## config.mk

```make
export PLATFORM = sky130hd
export DESIGN_NAME = pefl_top
export DESIGN_NICKNAME = d
export VERILOG_FILES = /design/src/pefl_pkg.sv /design/src/pefl_sync.sv /design/src/pefl_port.sv /design/src/pefl_top.sv
export SDC_FILE = /design/constraint.sdc
export NUM_CORES = 1
export LEC_CHECK = 0
export BUFFER_PORTS_ARGS = -buffer_cell sky130_fd_sc_hd__buf_2
export CAP_MARGIN = 20
export CORE_ASPECT_RATIO = 1.75
export CORE_MARGIN = 2
export CORE_UTILIZATION = 52
export CTS_BUF_LIST = sky130_fd_sc_hd__clkbuf_8
export CTS_CLUSTER_DIAMETER = 150
export CTS_CLUSTER_SIZE = 24
export DETAILED_ROUTE_END_ITERATION = 10
export PLACE_DENSITY = 0.9
export SYNTH_ARGS = -nofsm -noshare
export SYNTH_HDL_FRONTEND = slang
export SYNTH_SLANG_ARGS = --single-unit
export TNS_END_PERCENT = 5
```

## constraint.sdc

```tcl
create_clock -name aclk -period 1.9 [get_ports aclk]
set_clock_uncertainty 0.05 [all_clocks]
set_input_delay 0.095 -clock aclk [delete_from_list [all_inputs] [get_ports aclk]]
set_output_delay 0.095 -clock aclk [all_outputs]
set_load 0.1 [all_outputs]
```

## src/pefl_pkg.sv

```systemverilog
// Package: constants and types shared by the port exception flag logic
package pefl_pkg;

  localparam int PEFL_PORTS = 4;
  localparam int PEFL_SEL_W = 2;
  localparam int PEFL_ATTEMPT_LIMIT = 16;
  localparam int PEFL_CNT_W = 5;
  localparam int PEFL_ADDR_W = 8;
  localparam int PEFL_DATA_W = 32;

  localparam logic [PEFL_ADDR_W-1:0] PEFL_OFS_STATUS = 8'h00;
  localparam logic [PEFL_ADDR_W-1:0] PEFL_OFS_CONFIG = 8'h04;
  localparam logic [PEFL_ADDR_W-1:0] PEFL_OFS_CLEAR = 8'h08;
  localparam logic [PEFL_ADDR_W-1:0] PEFL_OFS_ATTEMPTS = 8'h0c;

  localparam int PEFL_RETRY_LSB = 0;
  localparam int PEFL_DISCARD_LSB = 4;
  localparam int PEFL_FORCE_SINGLE_BIT = 0;
  localparam int PEFL_ATTEMPT_LANE_W = 8;
  localparam logic PEFL_FORCE_SINGLE_RST = 1'b0;

  localparam logic [1:0] PEFL_RESP_OKAY = 2'h0;
  localparam logic [1:0] PEFL_RESP_SLVERR = 2'h2;

  typedef enum logic [0:0] {
    PEFL_TX_IDLE = 1'b0,
    PEFL_TX_BUSY = 1'b1
  } pefl_tx_state_t;

endpackage : pefl_pkg

```

## src/pefl_sync.sv

```systemverilog
// Two-flop synchroniser for a group of pin inputs
`timescale 1ns/1ps
`default_nettype none
module pefl_sync #(
  parameter int WIDTH = 1,
  parameter logic [WIDTH-1:0] RESET_VALUE = '0
) (
  input wire logic aclk,
  input wire logic aresetn,
  input wire logic [WIDTH-1:0] async_in,
  output logic [WIDTH-1:0] sync_out
);
  typedef struct packed {
    logic [WIDTH-1:0] stage1;
    logic [WIDTH-1:0] stage2;
  } pefl_sync_state_t;

  pefl_sync_state_t st;
  pefl_sync_state_t next_st;

  generate
    if (WIDTH < 1) begin : g_bad_width
      $error("pefl_sync: WIDTH must be at least 1");
    end
  endgenerate

  always_comb begin
    next_st.stage1 = async_in;
    next_st.stage2 = st.stage1;
  end

  always_ff @(posedge aclk) begin
    if (!aresetn) begin
      st <= {RESET_VALUE, RESET_VALUE};
    end else begin
      st <= next_st;
    end
  end

  assign sync_out = st.stage2;
endmodule : pefl_sync
`default_nettype wire

```

## src/pefl_port.sv

```systemverilog
// One port's retry-request and receive-discard flags with attempt tracking
`timescale 1ns/1ps
`default_nettype none
module pefl_port
  import pefl_pkg::*;
#(
  parameter int ATTEMPT_LIMIT = pefl_pkg::PEFL_ATTEMPT_LIMIT
) (
  input wire logic aclk,
  input wire logic aresetn,
  input wire logic single_attempt,
  input wire logic full_duplex,
  input wire logic tx_active,
  input wire logic collision,
  input wire logic late_collision,
  input wire logic carrier_sense,
  input wire logic underflow,
  input wire logic tx_end,
  input wire logic rx_drop,
  input wire logic abort_pulse,
  input wire logic clear_tx,
  input wire logic clear_rx,
  output logic retry_flag,
  output logic discard_flag,
  output logic tx_fifo_clear,
  output logic tx_start_allow,
  output logic tx_retransmit,
  output logic tx_defer_enable,
  output logic rx_fifo_clear,
  output logic rx_accept,
  output logic rx_abandon,
  output logic [pefl_pkg::PEFL_CNT_W-1:0] attempts
);
  import pefl_pkg::*;

  typedef struct packed {
    logic retry;
    logic discard;
    pefl_tx_state_t txst;
    logic crs_seen;
    logic [PEFL_CNT_W-1:0] attempts;
    logic retransmit;
    logic abandon;
  } pefl_port_state_t;

  pefl_port_state_t st;
  pefl_port_state_t next_st;
  logic busy;
  logic col;
  logic set_tx;

  generate
    if (ATTEMPT_LIMIT < 2 || ATTEMPT_LIMIT >= (1 << PEFL_CNT_W)) begin : g_bad_limit
      $error("pefl_port: ATTEMPT_LIMIT out of range");
    end
  endgenerate

  always_comb begin
    next_st = st;
    next_st.retransmit = 1'b0;
    next_st.abandon = abort_pulse;
    busy = (st.txst == PEFL_TX_BUSY);
    col = busy & collision & ~late_collision;
    set_tx = (busy & late_collision)
      | (busy & st.crs_seen & ~carrier_sense)
      | (busy & tx_end & ~st.crs_seen & ~carrier_sense)
      | (busy & underflow)
      | (col & ~single_attempt & (st.attempts == PEFL_CNT_W'(ATTEMPT_LIMIT - 1)))
      | (col & single_attempt);
    case (st.txst)
      PEFL_TX_IDLE: begin
        if (tx_active && !st.retry) begin
          next_st.txst = PEFL_TX_BUSY;
          next_st.crs_seen = carrier_sense;
        end
      end
      PEFL_TX_BUSY: begin
        next_st.crs_seen = st.crs_seen | carrier_sense;
        if (set_tx || tx_end || col || !tx_active) begin
          next_st.txst = PEFL_TX_IDLE;
        end
      end
      default: begin
        next_st.txst = PEFL_TX_IDLE;
      end
    endcase
    if (set_tx || (busy && tx_end)) begin
      next_st.attempts = '0;
    end else if (col) begin
      // Back-off and retry of the same frame only in normal mode
      next_st.attempts = st.attempts + PEFL_CNT_W'(1);
      next_st.retransmit = ~single_attempt;
    end
    // Clear acts in the cycle it is seen; a same-cycle set wins
    if (clear_tx) begin
      next_st.retry = 1'b0;
    end
    if (set_tx) begin
      next_st.retry = 1'b1;
    end
    if (clear_rx) begin
      next_st.discard = 1'b0;
    end
    if (rx_drop) begin
      next_st.discard = 1'b1;
    end
  end

  always_ff @(posedge aclk) begin
    if (!aresetn) begin
      st <= '0;
    end else begin
      st <= next_st;
    end
  end

  assign retry_flag = st.retry;
  assign discard_flag = st.discard;
  assign tx_fifo_clear = st.retry;
  assign tx_start_allow = ~st.retry;
  assign tx_retransmit = st.retransmit;
  assign tx_defer_enable = ~full_duplex;
  assign rx_fifo_clear = st.discard;
  assign rx_accept = ~st.discard;
  assign rx_abandon = st.abandon;
  assign attempts = st.attempts;
endmodule : pefl_port
`default_nettype wire

```

## src/pefl_top.sv

```systemverilog
// Four-port exception flag logic with pin interface and AXI4-Lite status registers
//
// Design decisions made here: the AXI4-Lite register port and the register offsets.
`timescale 1ns/1ps
`default_nettype none
module pefl_top
  import pefl_pkg::*;
#(
  parameter int NUM_PORTS = pefl_pkg::PEFL_PORTS,
  parameter int ATTEMPT_LIMIT = pefl_pkg::PEFL_ATTEMPT_LIMIT
) (
  input wire logic aclk,
  input wire logic aresetn,
  input wire logic [pefl_pkg::PEFL_ADDR_W-1:0] awaddr,
  input wire logic [2:0] awprot,
  input wire logic awvalid,
  output logic awready,
  input wire logic [pefl_pkg::PEFL_DATA_W-1:0] wdata,
  input wire logic [3:0] wstrb,
  input wire logic wvalid,
  output logic wready,
  output logic [1:0] bresp,
  output logic bvalid,
  input wire logic bready,
  input wire logic [pefl_pkg::PEFL_ADDR_W-1:0] araddr,
  input wire logic [2:0] arprot,
  input wire logic arvalid,
  output logic arready,
  output logic [pefl_pkg::PEFL_DATA_W-1:0] rdata,
  output logic [1:0] rresp,
  output logic rvalid,
  input wire logic rready,
  input wire logic tx_side_enable_n,
  input wire logic rx_side_enable_n,
  input wire logic tx_error_clear,
  input wire logic rx_error_clear,
  input wire logic [pefl_pkg::PEFL_SEL_W-1:0] port_select,
  input wire logic [NUM_PORTS-1:0] receive_abort_in,
  input wire logic [NUM_PORTS-1:0] full_duplex_select_n,
  input wire logic single_attempt_select,
  input wire logic [NUM_PORTS-1:0] mac_tx_active,
  input wire logic [NUM_PORTS-1:0] mac_collision,
  input wire logic [NUM_PORTS-1:0] mac_late_collision,
  input wire logic [NUM_PORTS-1:0] mac_carrier_sense,
  input wire logic [NUM_PORTS-1:0] mac_tx_underflow,
  input wire logic [NUM_PORTS-1:0] mac_tx_end,
  input wire logic [NUM_PORTS-1:0] mac_rx_drop,
  output logic [NUM_PORTS-1:0] retry_request,
  output logic retry_request_oe_n,
  output logic [NUM_PORTS-1:0] discard_flag,
  output logic discard_flag_oe_n,
  output logic [NUM_PORTS-1:0] tx_fifo_clear,
  output logic [NUM_PORTS-1:0] tx_start_allow,
  output logic [NUM_PORTS-1:0] tx_retransmit,
  output logic [NUM_PORTS-1:0] tx_defer_enable,
  output logic [NUM_PORTS-1:0] rx_fifo_clear,
  output logic [NUM_PORTS-1:0] rx_accept,
  output logic [NUM_PORTS-1:0] rx_frame_abandon
);
  import pefl_pkg::*;

  localparam int SYNC_W = 5 + PEFL_SEL_W + 2 * NUM_PORTS;

  typedef struct packed {
    logic aw_held;
    logic [PEFL_ADDR_W-1:0] aw_addr;
    logic w_held;
    logic [PEFL_DATA_W-1:0] w_data;
    logic [3:0] w_strb;
    logic bvalid;
    logic [1:0] bresp;
    logic rvalid;
    logic [1:0] rresp;
    logic [PEFL_DATA_W-1:0] rdata;
    logic force_single;
    logic [NUM_PORTS-1:0] soft_tx_clear;
    logic [NUM_PORTS-1:0] soft_rx_clear;
    logic [NUM_PORTS-1:0] abort_prev;
  } pefl_top_state_t;

  pefl_top_state_t st;
  pefl_top_state_t next_st;

  logic [SYNC_W-1:0] sync_raw;
  logic [SYNC_W-1:0] sync_q;
  logic tx_en_n_s;
  logic rx_en_n_s;
  logic tx_clr_s;
  logic rx_clr_s;
  logic [PEFL_SEL_W-1:0] sel_s;
  logic [NUM_PORTS-1:0] abort_s;
  logic [NUM_PORTS-1:0] fdx_n_s;
  logic single_s;
  logic single_mode;
  logic [NUM_PORTS-1:0] clear_tx_vec;
  logic [NUM_PORTS-1:0] clear_rx_vec;
  logic [NUM_PORTS-1:0] abort_pulse;
  logic [NUM_PORTS-1:0][PEFL_CNT_W-1:0] port_attempts;
  logic [PEFL_DATA_W-1:0] status_word;
  logic [PEFL_DATA_W-1:0] attempts_word;
  logic aw_take;
  logic w_take;
  logic have_aw;
  logic have_w;
  logic [PEFL_ADDR_W-1:0] wr_addr;
  logic [PEFL_DATA_W-1:0] wr_data;
  logic [3:0] wr_strb;
  logic ar_take;

  generate
    if (NUM_PORTS != PEFL_PORTS) begin : g_bad_ports
      $error("pefl_top: NUM_PORTS must match the two-bit port select");
    end
  endgenerate

  // Every pin from the host side crosses two flops before use
  assign sync_raw = {tx_side_enable_n, rx_side_enable_n, tx_error_clear, rx_error_clear,
                     port_select, receive_abort_in, full_duplex_select_n, single_attempt_select};

  pefl_sync #(
    .WIDTH(SYNC_W),
    .RESET_VALUE({2'h3, (SYNC_W - 2)'(0)})
  ) u_pin_sync (
    .aclk(aclk),
    .aresetn(aresetn),
    .async_in(sync_raw),
    .sync_out(sync_q)
  );

  assign {tx_en_n_s, rx_en_n_s, tx_clr_s, rx_clr_s, sel_s, abort_s, fdx_n_s, single_s} = sync_q;

  // Pad pull-down holds an open input low; a driven high or the force_single config bit selects one attempt
  assign single_mode = single_s | st.force_single;

  assign abort_pulse = abort_s & ~st.abort_prev;

  genvar gi;
  generate
    for (gi = 0; gi < NUM_PORTS; gi++) begin : g_port
      assign clear_tx_vec[gi] = (tx_clr_s & (sel_s == PEFL_SEL_W'(gi))) | st.soft_tx_clear[gi];
      assign clear_rx_vec[gi] = (rx_clr_s & (sel_s == PEFL_SEL_W'(gi))) | st.soft_rx_clear[gi];

      pefl_port #(
        .ATTEMPT_LIMIT(ATTEMPT_LIMIT)
      ) u_port (
        .aclk(aclk),
        .aresetn(aresetn),
        .single_attempt(single_mode),
        .full_duplex(~fdx_n_s[gi]),
        .tx_active(mac_tx_active[gi]),
        .collision(mac_collision[gi]),
        .late_collision(mac_late_collision[gi]),
        .carrier_sense(mac_carrier_sense[gi]),
        .underflow(mac_tx_underflow[gi]),
        .tx_end(mac_tx_end[gi]),
        .rx_drop(mac_rx_drop[gi]),
        .abort_pulse(abort_pulse[gi]),
        .clear_tx(clear_tx_vec[gi]),
        .clear_rx(clear_rx_vec[gi]),
        .retry_flag(retry_request[gi]),
        .discard_flag(discard_flag[gi]),
        .tx_fifo_clear(tx_fifo_clear[gi]),
        .tx_start_allow(tx_start_allow[gi]),
        .tx_retransmit(tx_retransmit[gi]),
        .tx_defer_enable(tx_defer_enable[gi]),
        .rx_fifo_clear(rx_fifo_clear[gi]),
        .rx_accept(rx_accept[gi]),
        .rx_abandon(rx_frame_abandon[gi]),
        .attempts(port_attempts[gi])
      );
    end
  endgenerate

  // Pins drive only while the host enables them
  assign retry_request_oe_n = tx_en_n_s;
  assign discard_flag_oe_n = rx_en_n_s;

  always_comb begin
    status_word = '0;
    attempts_word = '0;
    status_word[PEFL_RETRY_LSB +: NUM_PORTS] = retry_request;
    status_word[PEFL_DISCARD_LSB +: NUM_PORTS] = discard_flag;
    for (int i = 0; i < NUM_PORTS; i++) begin
      attempts_word[i * PEFL_ATTEMPT_LANE_W +: PEFL_ATTEMPT_LANE_W] =
        {(PEFL_ATTEMPT_LANE_W - PEFL_CNT_W)'(0), port_attempts[i]};
    end
  end

  assign awready = ~st.aw_held & ~st.bvalid;
  assign wready = ~st.w_held & ~st.bvalid;
  assign arready = ~st.rvalid;

  always_comb begin
    next_st = st;
    next_st.soft_tx_clear = '0;
    next_st.soft_rx_clear = '0;
    next_st.abort_prev = abort_s;
    aw_take = awvalid & awready;
    w_take = wvalid & wready;
    ar_take = arvalid & arready;
    have_aw = st.aw_held | aw_take;
    have_w = st.w_held | w_take;
    wr_addr = st.aw_held ? st.aw_addr : awaddr;
    wr_data = st.w_held ? st.w_data : wdata;
    wr_strb = st.w_held ? st.w_strb : wstrb;
    if (aw_take) begin
      next_st.aw_held = 1'b1;
      next_st.aw_addr = awaddr;
    end
    if (w_take) begin
      next_st.w_held = 1'b1;
      next_st.w_data = wdata;
      next_st.w_strb = wstrb;
    end
    if (st.bvalid && bready) begin
      next_st.bvalid = 1'b0;
    end
    if (have_aw && have_w && !st.bvalid) begin
      next_st.aw_held = 1'b0;
      next_st.w_held = 1'b0;
      next_st.bvalid = 1'b1;
      next_st.bresp = PEFL_RESP_OKAY;
      case ({wr_addr[PEFL_ADDR_W-1:2], 2'h0})
        PEFL_OFS_STATUS: begin
        end
        PEFL_OFS_ATTEMPTS: begin
        end
        PEFL_OFS_CONFIG: begin
          if (wr_strb[0]) begin
            next_st.force_single = wr_data[PEFL_FORCE_SINGLE_BIT];
          end
        end
        PEFL_OFS_CLEAR: begin
          if (wr_strb[0]) begin
            next_st.soft_tx_clear = wr_data[PEFL_RETRY_LSB +: NUM_PORTS];
            next_st.soft_rx_clear = wr_data[PEFL_DISCARD_LSB +: NUM_PORTS];
          end
        end
        default: begin
          next_st.bresp = PEFL_RESP_SLVERR;
        end
      endcase
    end
    if (st.rvalid && rready) begin
      next_st.rvalid = 1'b0;
    end
    if (ar_take) begin
      next_st.rvalid = 1'b1;
      next_st.rresp = PEFL_RESP_OKAY;
      case ({araddr[PEFL_ADDR_W-1:2], 2'h0})
        PEFL_OFS_STATUS: begin
          next_st.rdata = status_word;
        end
        PEFL_OFS_CONFIG: begin
          next_st.rdata = '0;
          next_st.rdata[PEFL_FORCE_SINGLE_BIT] = st.force_single;
        end
        PEFL_OFS_CLEAR: begin
          next_st.rdata = '0;
        end
        PEFL_OFS_ATTEMPTS: begin
          next_st.rdata = attempts_word;
        end
        default: begin
          next_st.rdata = '0;
          next_st.rresp = PEFL_RESP_SLVERR;
        end
      endcase
    end
  end

  always_ff @(posedge aclk) begin
    if (!aresetn) begin
      st <= '0;
      st.force_single <= PEFL_FORCE_SINGLE_RST;
    end else begin
      st <= next_st;
    end
  end

  assign bvalid = st.bvalid;
  assign bresp = st.bresp;
  assign rvalid = st.rvalid;
  assign rresp = st.rresp;
  assign rdata = st.rdata;
endmodule : pefl_top
`default_nettype wire

```

# == Word level (Yosys, flattened, before mapping) ==
# Cells that the tools add are included.
# totals
input_bits,108
register_bits,144
out_inout_bits,79
elab_cells,298
# op_classes
eq_ne,17
n_mux,38
add_sub_neg,4
reduce_logical,63
n_bitwise,132
# op_table
cell,n
29-bit one-hot mux with 3 select lines,1
1-bit AND,61
35-bit 2-to-1 mux,1
1-bit bitwise OR,35
1-bit NOT,34
"6-bit by 2-bit == test with 1-bit output, second input constant",4
1-bit 2-to-1 mux,23
"5-bit by 1-bit adder with 5-bit output, second input constant",4
"5-bit by 4-bit == test with 1-bit output, second input constant",4
2-bit nonzero test,10
1-bit logical OR,16
8-bit 2-to-1 mux,2
2-bit one-hot mux with 2 select lines,4
"6-bit by 1-bit == test with 1-bit output, second input constant",2
1-bit logical AND,12
6-bit logical NOT,2
2-bit 2-to-1 mux,6
3-bit OR reduction,4
2-bit OR reduction,5
1-bit logical NOT,9
"2-bit by 1-bit != test with 1-bit output, second input constant",4
4-bit OR reduction,2
4-bit AND,1
"2-bit == test, second input constant",2
other kinds (6),6

# == Depth between registers and ports, before layout ==
# depth
depth_word,12
mapped_depth,6
depth_no_buf,6

# == Hierarchy ==
# Synthesis repeated with hierarchy kept, for this count alone.
# hier_totals
hier_cells,604
hier_area_um2,5770.5
# modules_own_cells
module,seq_area_each_um2,cells_per_inst,area_each_um2,instances
pefl_top,1141.1,285,2680.1,1
pefl_port,220.2,64,571.8,4
pefl_sync,600.6,63,803.3,1

# == Worst setup path before layout ==
# OpenSTA, ideal clock, no wires.
# synth_timing
path_type,register to register
from,register st (netlist bit bvalid)
to,register st[55] (netlist name)
setup_ps,132
synth_period_minus_slack_ps,2980
setup_slack_ps,-1080
path_buffers,0
t_arrival_ps,2797
stages_incl_launch_ff,5
required_ps,1718
path_cell_list,dfxtp_1 nor2_1 nand2_1 nand2_1 a21oi_1
# synth_between
elab_chain_len,3
# synth_rtl
element,line_no,text
from (decl),pefl_top.sv:81,pefl_top_state_t st;
from (signal assigned),pefl_top.sv:277,st <= next_st;
1-bit NOT,pefl_top.sv:190,assign wready = ~st.w_held & ~st.bvalid;
1-bit AND,pefl_top.sv:190,
via wready,pefl_top.sv:21,"output logic wready,"
1-bit AND,pefl_top.sv:199,w_take = wvalid & wready;
# The timed path passes the listed nets, and every way through them passes these cells.
# A chain may end at the register's enable or synchronous reset.

# == Final worst setup path ==
# layout_timing
from,input mac_tx_end[3]
to,register g_port[3].u_port.st (netlist bit g_port[3].u_port.busy)
# layout_between
elab_chain_len,12
# layout_rtl
element,line_no,text
from (decl),pefl_top.sv:46,"input wire logic [NUM_PORTS-1:0] mac_tx_end,"
1-bit AND (3 in a row),pefl_port.sv:66,| (busy & tx_end & ~st.crs_seen & ~carrier_sense)
1-bit bitwise OR,pefl_port.sv:66,
1-bit bitwise OR,pefl_port.sv:67,| (busy & underflow)
1-bit bitwise OR,pefl_port.sv:68,| (col & ~single_attempt & (st.attempts == PEFL_CNT_W'(ATTEMPT_LIMIT - 1)))
1-bit bitwise OR,pefl_port.sv:69,| (col & single_attempt);
1-bit logical OR * (3 in a row),pefl_port.sv:79,if (set_tx || tx_end || col || !tx_active) begin
1-bit 2-to-1 mux *,pefl_port.sv:79,
2-bit one-hot mux with 2 select lines *,pefl_port.sv:70,case (st.txst)
to (signal assigned),pefl_port.sv:113,st <= next_st;
to (decl),pefl_port.sv:46,pefl_port_state_t st;
# Mark *: on every way between the ends. The rest lies on a longest branch, timed or not.

==> impl_metrics.prom <==
# TYPE chip_impl_metric gauge
chip_impl_info{name="synth_top_flop_cell",value="dfxtp_1"} 1
chip_impl_metric{name="dp_hpwl",unit="um"} 9212
chip_impl_metric{name="synth.ff_latch_count",unit=""} 131
chip_impl_info{name="run_status",value="complete, no violations"} 1
chip_impl_metric{name="setup_tns",unit="ps"} 0
chip_impl_metric{name="cp_max_fanout",unit=""} 3
chip_impl_metric{name="antenna_diode_count",unit=""} 0
chip_impl_metric{name="grt_start_max_net_pins",unit=""} 57
chip_impl_metric{name="min_period_over_period",unit=""} 0.9393
chip_impl_info{name="layout.cells.most_common",value="buf_2"} 1
chip_impl_metric{name="whs",unit="ps"} 9.808
chip_impl_metric{name="groute.usage.overall",unit=""} 0.2324
chip_impl_metric{name="timing.fmax",unit="MHz"} 560.3
chip_impl_metric{name="postLayoutSetupSlackWorst",unit="ps"} 115.3
chip_impl_metric{name="crit_required",unit="ps"} 2220
chip_impl_metric{name="synth-edff-count",unit=""} 0
chip_impl_metric{name="rows",unit=""} 50
chip_impl_metric{name="post_drt_wl_per_cell",unit="um"} 15.15
chip_impl_info{name="setup.worst_path.end_class",value="flop"} 1
chip_impl_metric{name="antenna_found_initial",unit=""} 0
chip_impl_metric{name="p_leak",unit="nW"} 2.986
chip_impl_info{name="cts_tree",value="done"} 1
chip_impl_metric{name="peakVddDrop",unit="mV"} 0.6033
chip_impl_metric{name="grt-ovfl-total",unit=""} 0
chip_impl_metric{name="synth.avg_cell_area",unit="um2"} 9.569
chip_impl_metric{name="dieArea",unit="um2"} 11590
chip_impl_metric{name="core_area",unit="um2"} 10570
chip_impl_metric{name="critPathArrivalTime",unit="ps"} 2100
chip_impl_metric{name="detail_route.vias_per_cell",unit=""} 5.143
chip_impl_info{name="hold_path_class",value="input pin to flop"} 1
chip_impl_metric{name="synth.yosys.warnings",unit=""} 0
chip_impl_metric{name="post-cts-setup-buffers",unit=""} 0
chip_impl_metric{name="htree_num_levels",unit=""} 4
chip_impl_metric{name="ys_types",unit=""} 51
chip_impl_info{name="worst-setup-path-type",value="input pin to flop"} 1
chip_impl_metric{name="gp_congestion",unit=""} 0.7940
chip_impl_metric{name="post-route-min-period",unit="ps"} 1785
chip_impl_metric{name="nets",unit=""} 841
chip_impl_metric{name="place_inst",unit=""} 781
chip_impl_metric{name="area_of_the_mapped_netlist",unit="um2"} 5569
chip_impl_metric{name="quantity_of_i_o_buffers_inserted_on_ports",unit=""} 138
chip_impl_metric{name="setup_viol",unit=""} 0
chip_impl_metric{name="power_per_cell_area",unit="nW/um2"} 912.2
chip_impl_info{name="cts-root-buf",value="clkbuf_8"} 1
chip_impl_metric{name="power.total",unit="mW"} 6.229
chip_impl_metric{name="floorplan.initialDensity",unit=""} 0.5267
chip_impl_metric{name="grt_first_pass_wirelength",unit="um"} 20600
chip_impl_metric{name="final-max-slew-violation-count",unit=""} 0
chip_impl_metric{name="post_place_setup_slack",unit="ps"} 170.5
chip_impl_metric{name="max-slew-margin-rel",unit=""} 0.2620
chip_impl_metric{name="io_pins",unit=""} 187
chip_impl_metric{name="post_route_cells_drive_above_1_share",unit=""} 0.3089
chip_impl_info{name="grt_setup_unrepaired",value="no"} 1
chip_impl_metric{name="ys_seq_area_frac",unit=""} 0.4709
chip_impl_metric{name="syn2layout_area_growth",unit="%"} 22.60
chip_impl_metric{name="detailed_route_drc_error_count",unit=""} 0
chip_impl_metric{name="insertion_delay",unit="ps"} 420
chip_impl_metric{name="clock_sink_count",unit=""} 131
chip_impl_metric{name="dieWidth",unit="um"} 82.23
chip_impl_metric{name="totalWireLength",unit="um"} 13150
chip_impl_metric{name="cts_buffer_depth",unit=""} 2
chip_impl_metric{name="drt_first_pass_iters",unit=""} 5
chip_impl_metric{name="num_vias",unit=""} 4464
chip_impl_info{name="most-common-layout-cells",value="138 x buf_2, 130 x dfxtp_1, 74 x nor2_1, 55 x dlygate4sd3_1, 32 x and2_1"} 1
chip_impl_metric{name="maxCapViolations",unit=""} 0
chip_impl_metric{name="drt_iter0_drc",unit=""} 182
chip_impl_metric{name="numCtsBuffers",unit=""} 17
chip_impl_metric{name="async_flop_share",unit=""} 0
chip_impl_metric{name="postSynthCellCount",unit=""} 582
chip_impl_metric{name="final-instance-count-excl-fill",unit=""} 868
chip_impl_info{name="critical_path.startpoint_type",value="input pin"} 1
chip_impl_metric{name="hold_viol",unit=""} 0
chip_impl_metric{name="floorplan.die.height",unit="um"} 140.9
chip_impl_metric{name="timing_worst_slew_pin_value",unit="ps"} 1107
chip_impl_metric{name="first_global_vias",unit=""} 4575
chip_impl_metric{name="clock_input_transition_at_the_sequential_cells_of_the_worst_setup_and_hold_paths",unit="ps"} 80
chip_impl_metric{name="drt.antenna.violating_nets",unit=""} 0
==> synth_stat cells, types with 5 or more instances <==
library cell  number  area [um2]
a21oi_1           12       60.06
nand2_1           29       108.9
a22oi_2           10       125.1
xor2_1             8       70.07
nor2_1            76       285.3
nor2b_1            5       31.28
a22oi_1           10       75.07
inv_1             27       101.4
nor2_2            11       68.82
o21ai_0            6       30.03
clkbuf_1          13       48.80
buf_4             73       548.0
and2_1            32       200.2
ha_1               8       100.1
a31oi_1            9       56.30
mux2i_1           20       200.2
nand4_1            8       50.05
nand2b_1           9       56.30
nor3_1             6       30.03
dfxtp_1          131        2623
==> per-layer routing <==
layer  wire (um)  vias up  GRT usage
met2        7354      169     0.4359
met4         477        0     0.1211
met3         669       43    0.06018
met5           0        -          0
li1            -     2171          -
met1        4653     2081     0.2183
==> kinds of logic (layout without fill, tap and decap cells) <==
group                    after synthesis  count (layout)  share of synthesized area
AO/OA/AOI/OAI                         85              85                     0.1222
other                                  1              11                  0.0006734
buffers and inverters                123             269                     0.1429
XOR/XNOR                              12              12                    0.01887
AND/OR/NAND/NOR                      200             200                     0.1865
flip-flops                           131             131                     0.4709
multiplexers                          22              22                    0.03999
adder cells (fa/ha/maj)                8               8                    0.01797
==> registers in the layout, summed over array words and instances (netlist names), 4 cells and up <==
| register | count |
|---|---|
| g_port.u_port.discard_flag | 4 |
| g_port.u_port.st | 4 |
| st | 30 |
| g_port.u_port.rx_abandon | 4 |
| g_port.u_port.retry_flag | 4 |
| u_pin_sync.sync_out | 15 |
| rdata | 23 |
| g_port.u_port.attempts | 20 |
| u_pin_sync.next_st | 15 |
| g_port.u_port.tx_retransmit | 4 |
| g_port.u_port.busy | 4 |
==> critical path, stage by stage <==
cell and delay, ps:
dlygate4sd3_1 530, buf_2 140, o21ba_2 200, o31ai_2 260
a31oi_1 130, nor3_1 160, dlygate4sd3_1 580
==> metrics by stage <==
stage	util	area (um2)
floorplan	-	5623
global placement	0.5589	5909
detailed placement	0.5589	5909
CTS	0.6443	6812
global route	0.6458	6828
finish	0.6458	6828
==> what timing repair did <==
action                                  in CTS  in global routing
endpoints found under the hold margin       60                  0
endpoints found under the setup margin       0                  4
resized for setup                            0                  3
hold buffers                                55                  0
==> layout make-up <==
type                    instances  area, um2
flip-flops and latches        131       2624
inverters                      27      101.3
clock buffers                  18      247.7
fillers                       838       3745
well taps                     130      162.7
repair buffers                210       1369
clock inverters                14      103.9
multi-input cells             338       2220
==> final timing paths <==
check | startpoint | to | depth (start not counted) | slack [ps]
worst max-delay path | mac_tx_end[3] | g_port[3].u_port.busy | 7 | 120
worst min register to register | st[0] | g_port[0].u_port.rx_abandon | 1 | 340
worst max register to register | g_port[3].u_port.st[7] | g_port[3].u_port.busy | 5 | 130
worst min-delay path | mac_late_collision[3] | g_port[3].u_port.tx_retransmit | 4 | 10
==> where the power goes <==
part / switching [mW] / internal [mW] / leakage (nW)
registers: 0.0824 / 2.85 / 1.07
clock network: 1.13 / 0.952 / 0.176
logic: 0.874 / 0.341 / 1.74
No activity file was read; power rests on OpenSTA's default activity.
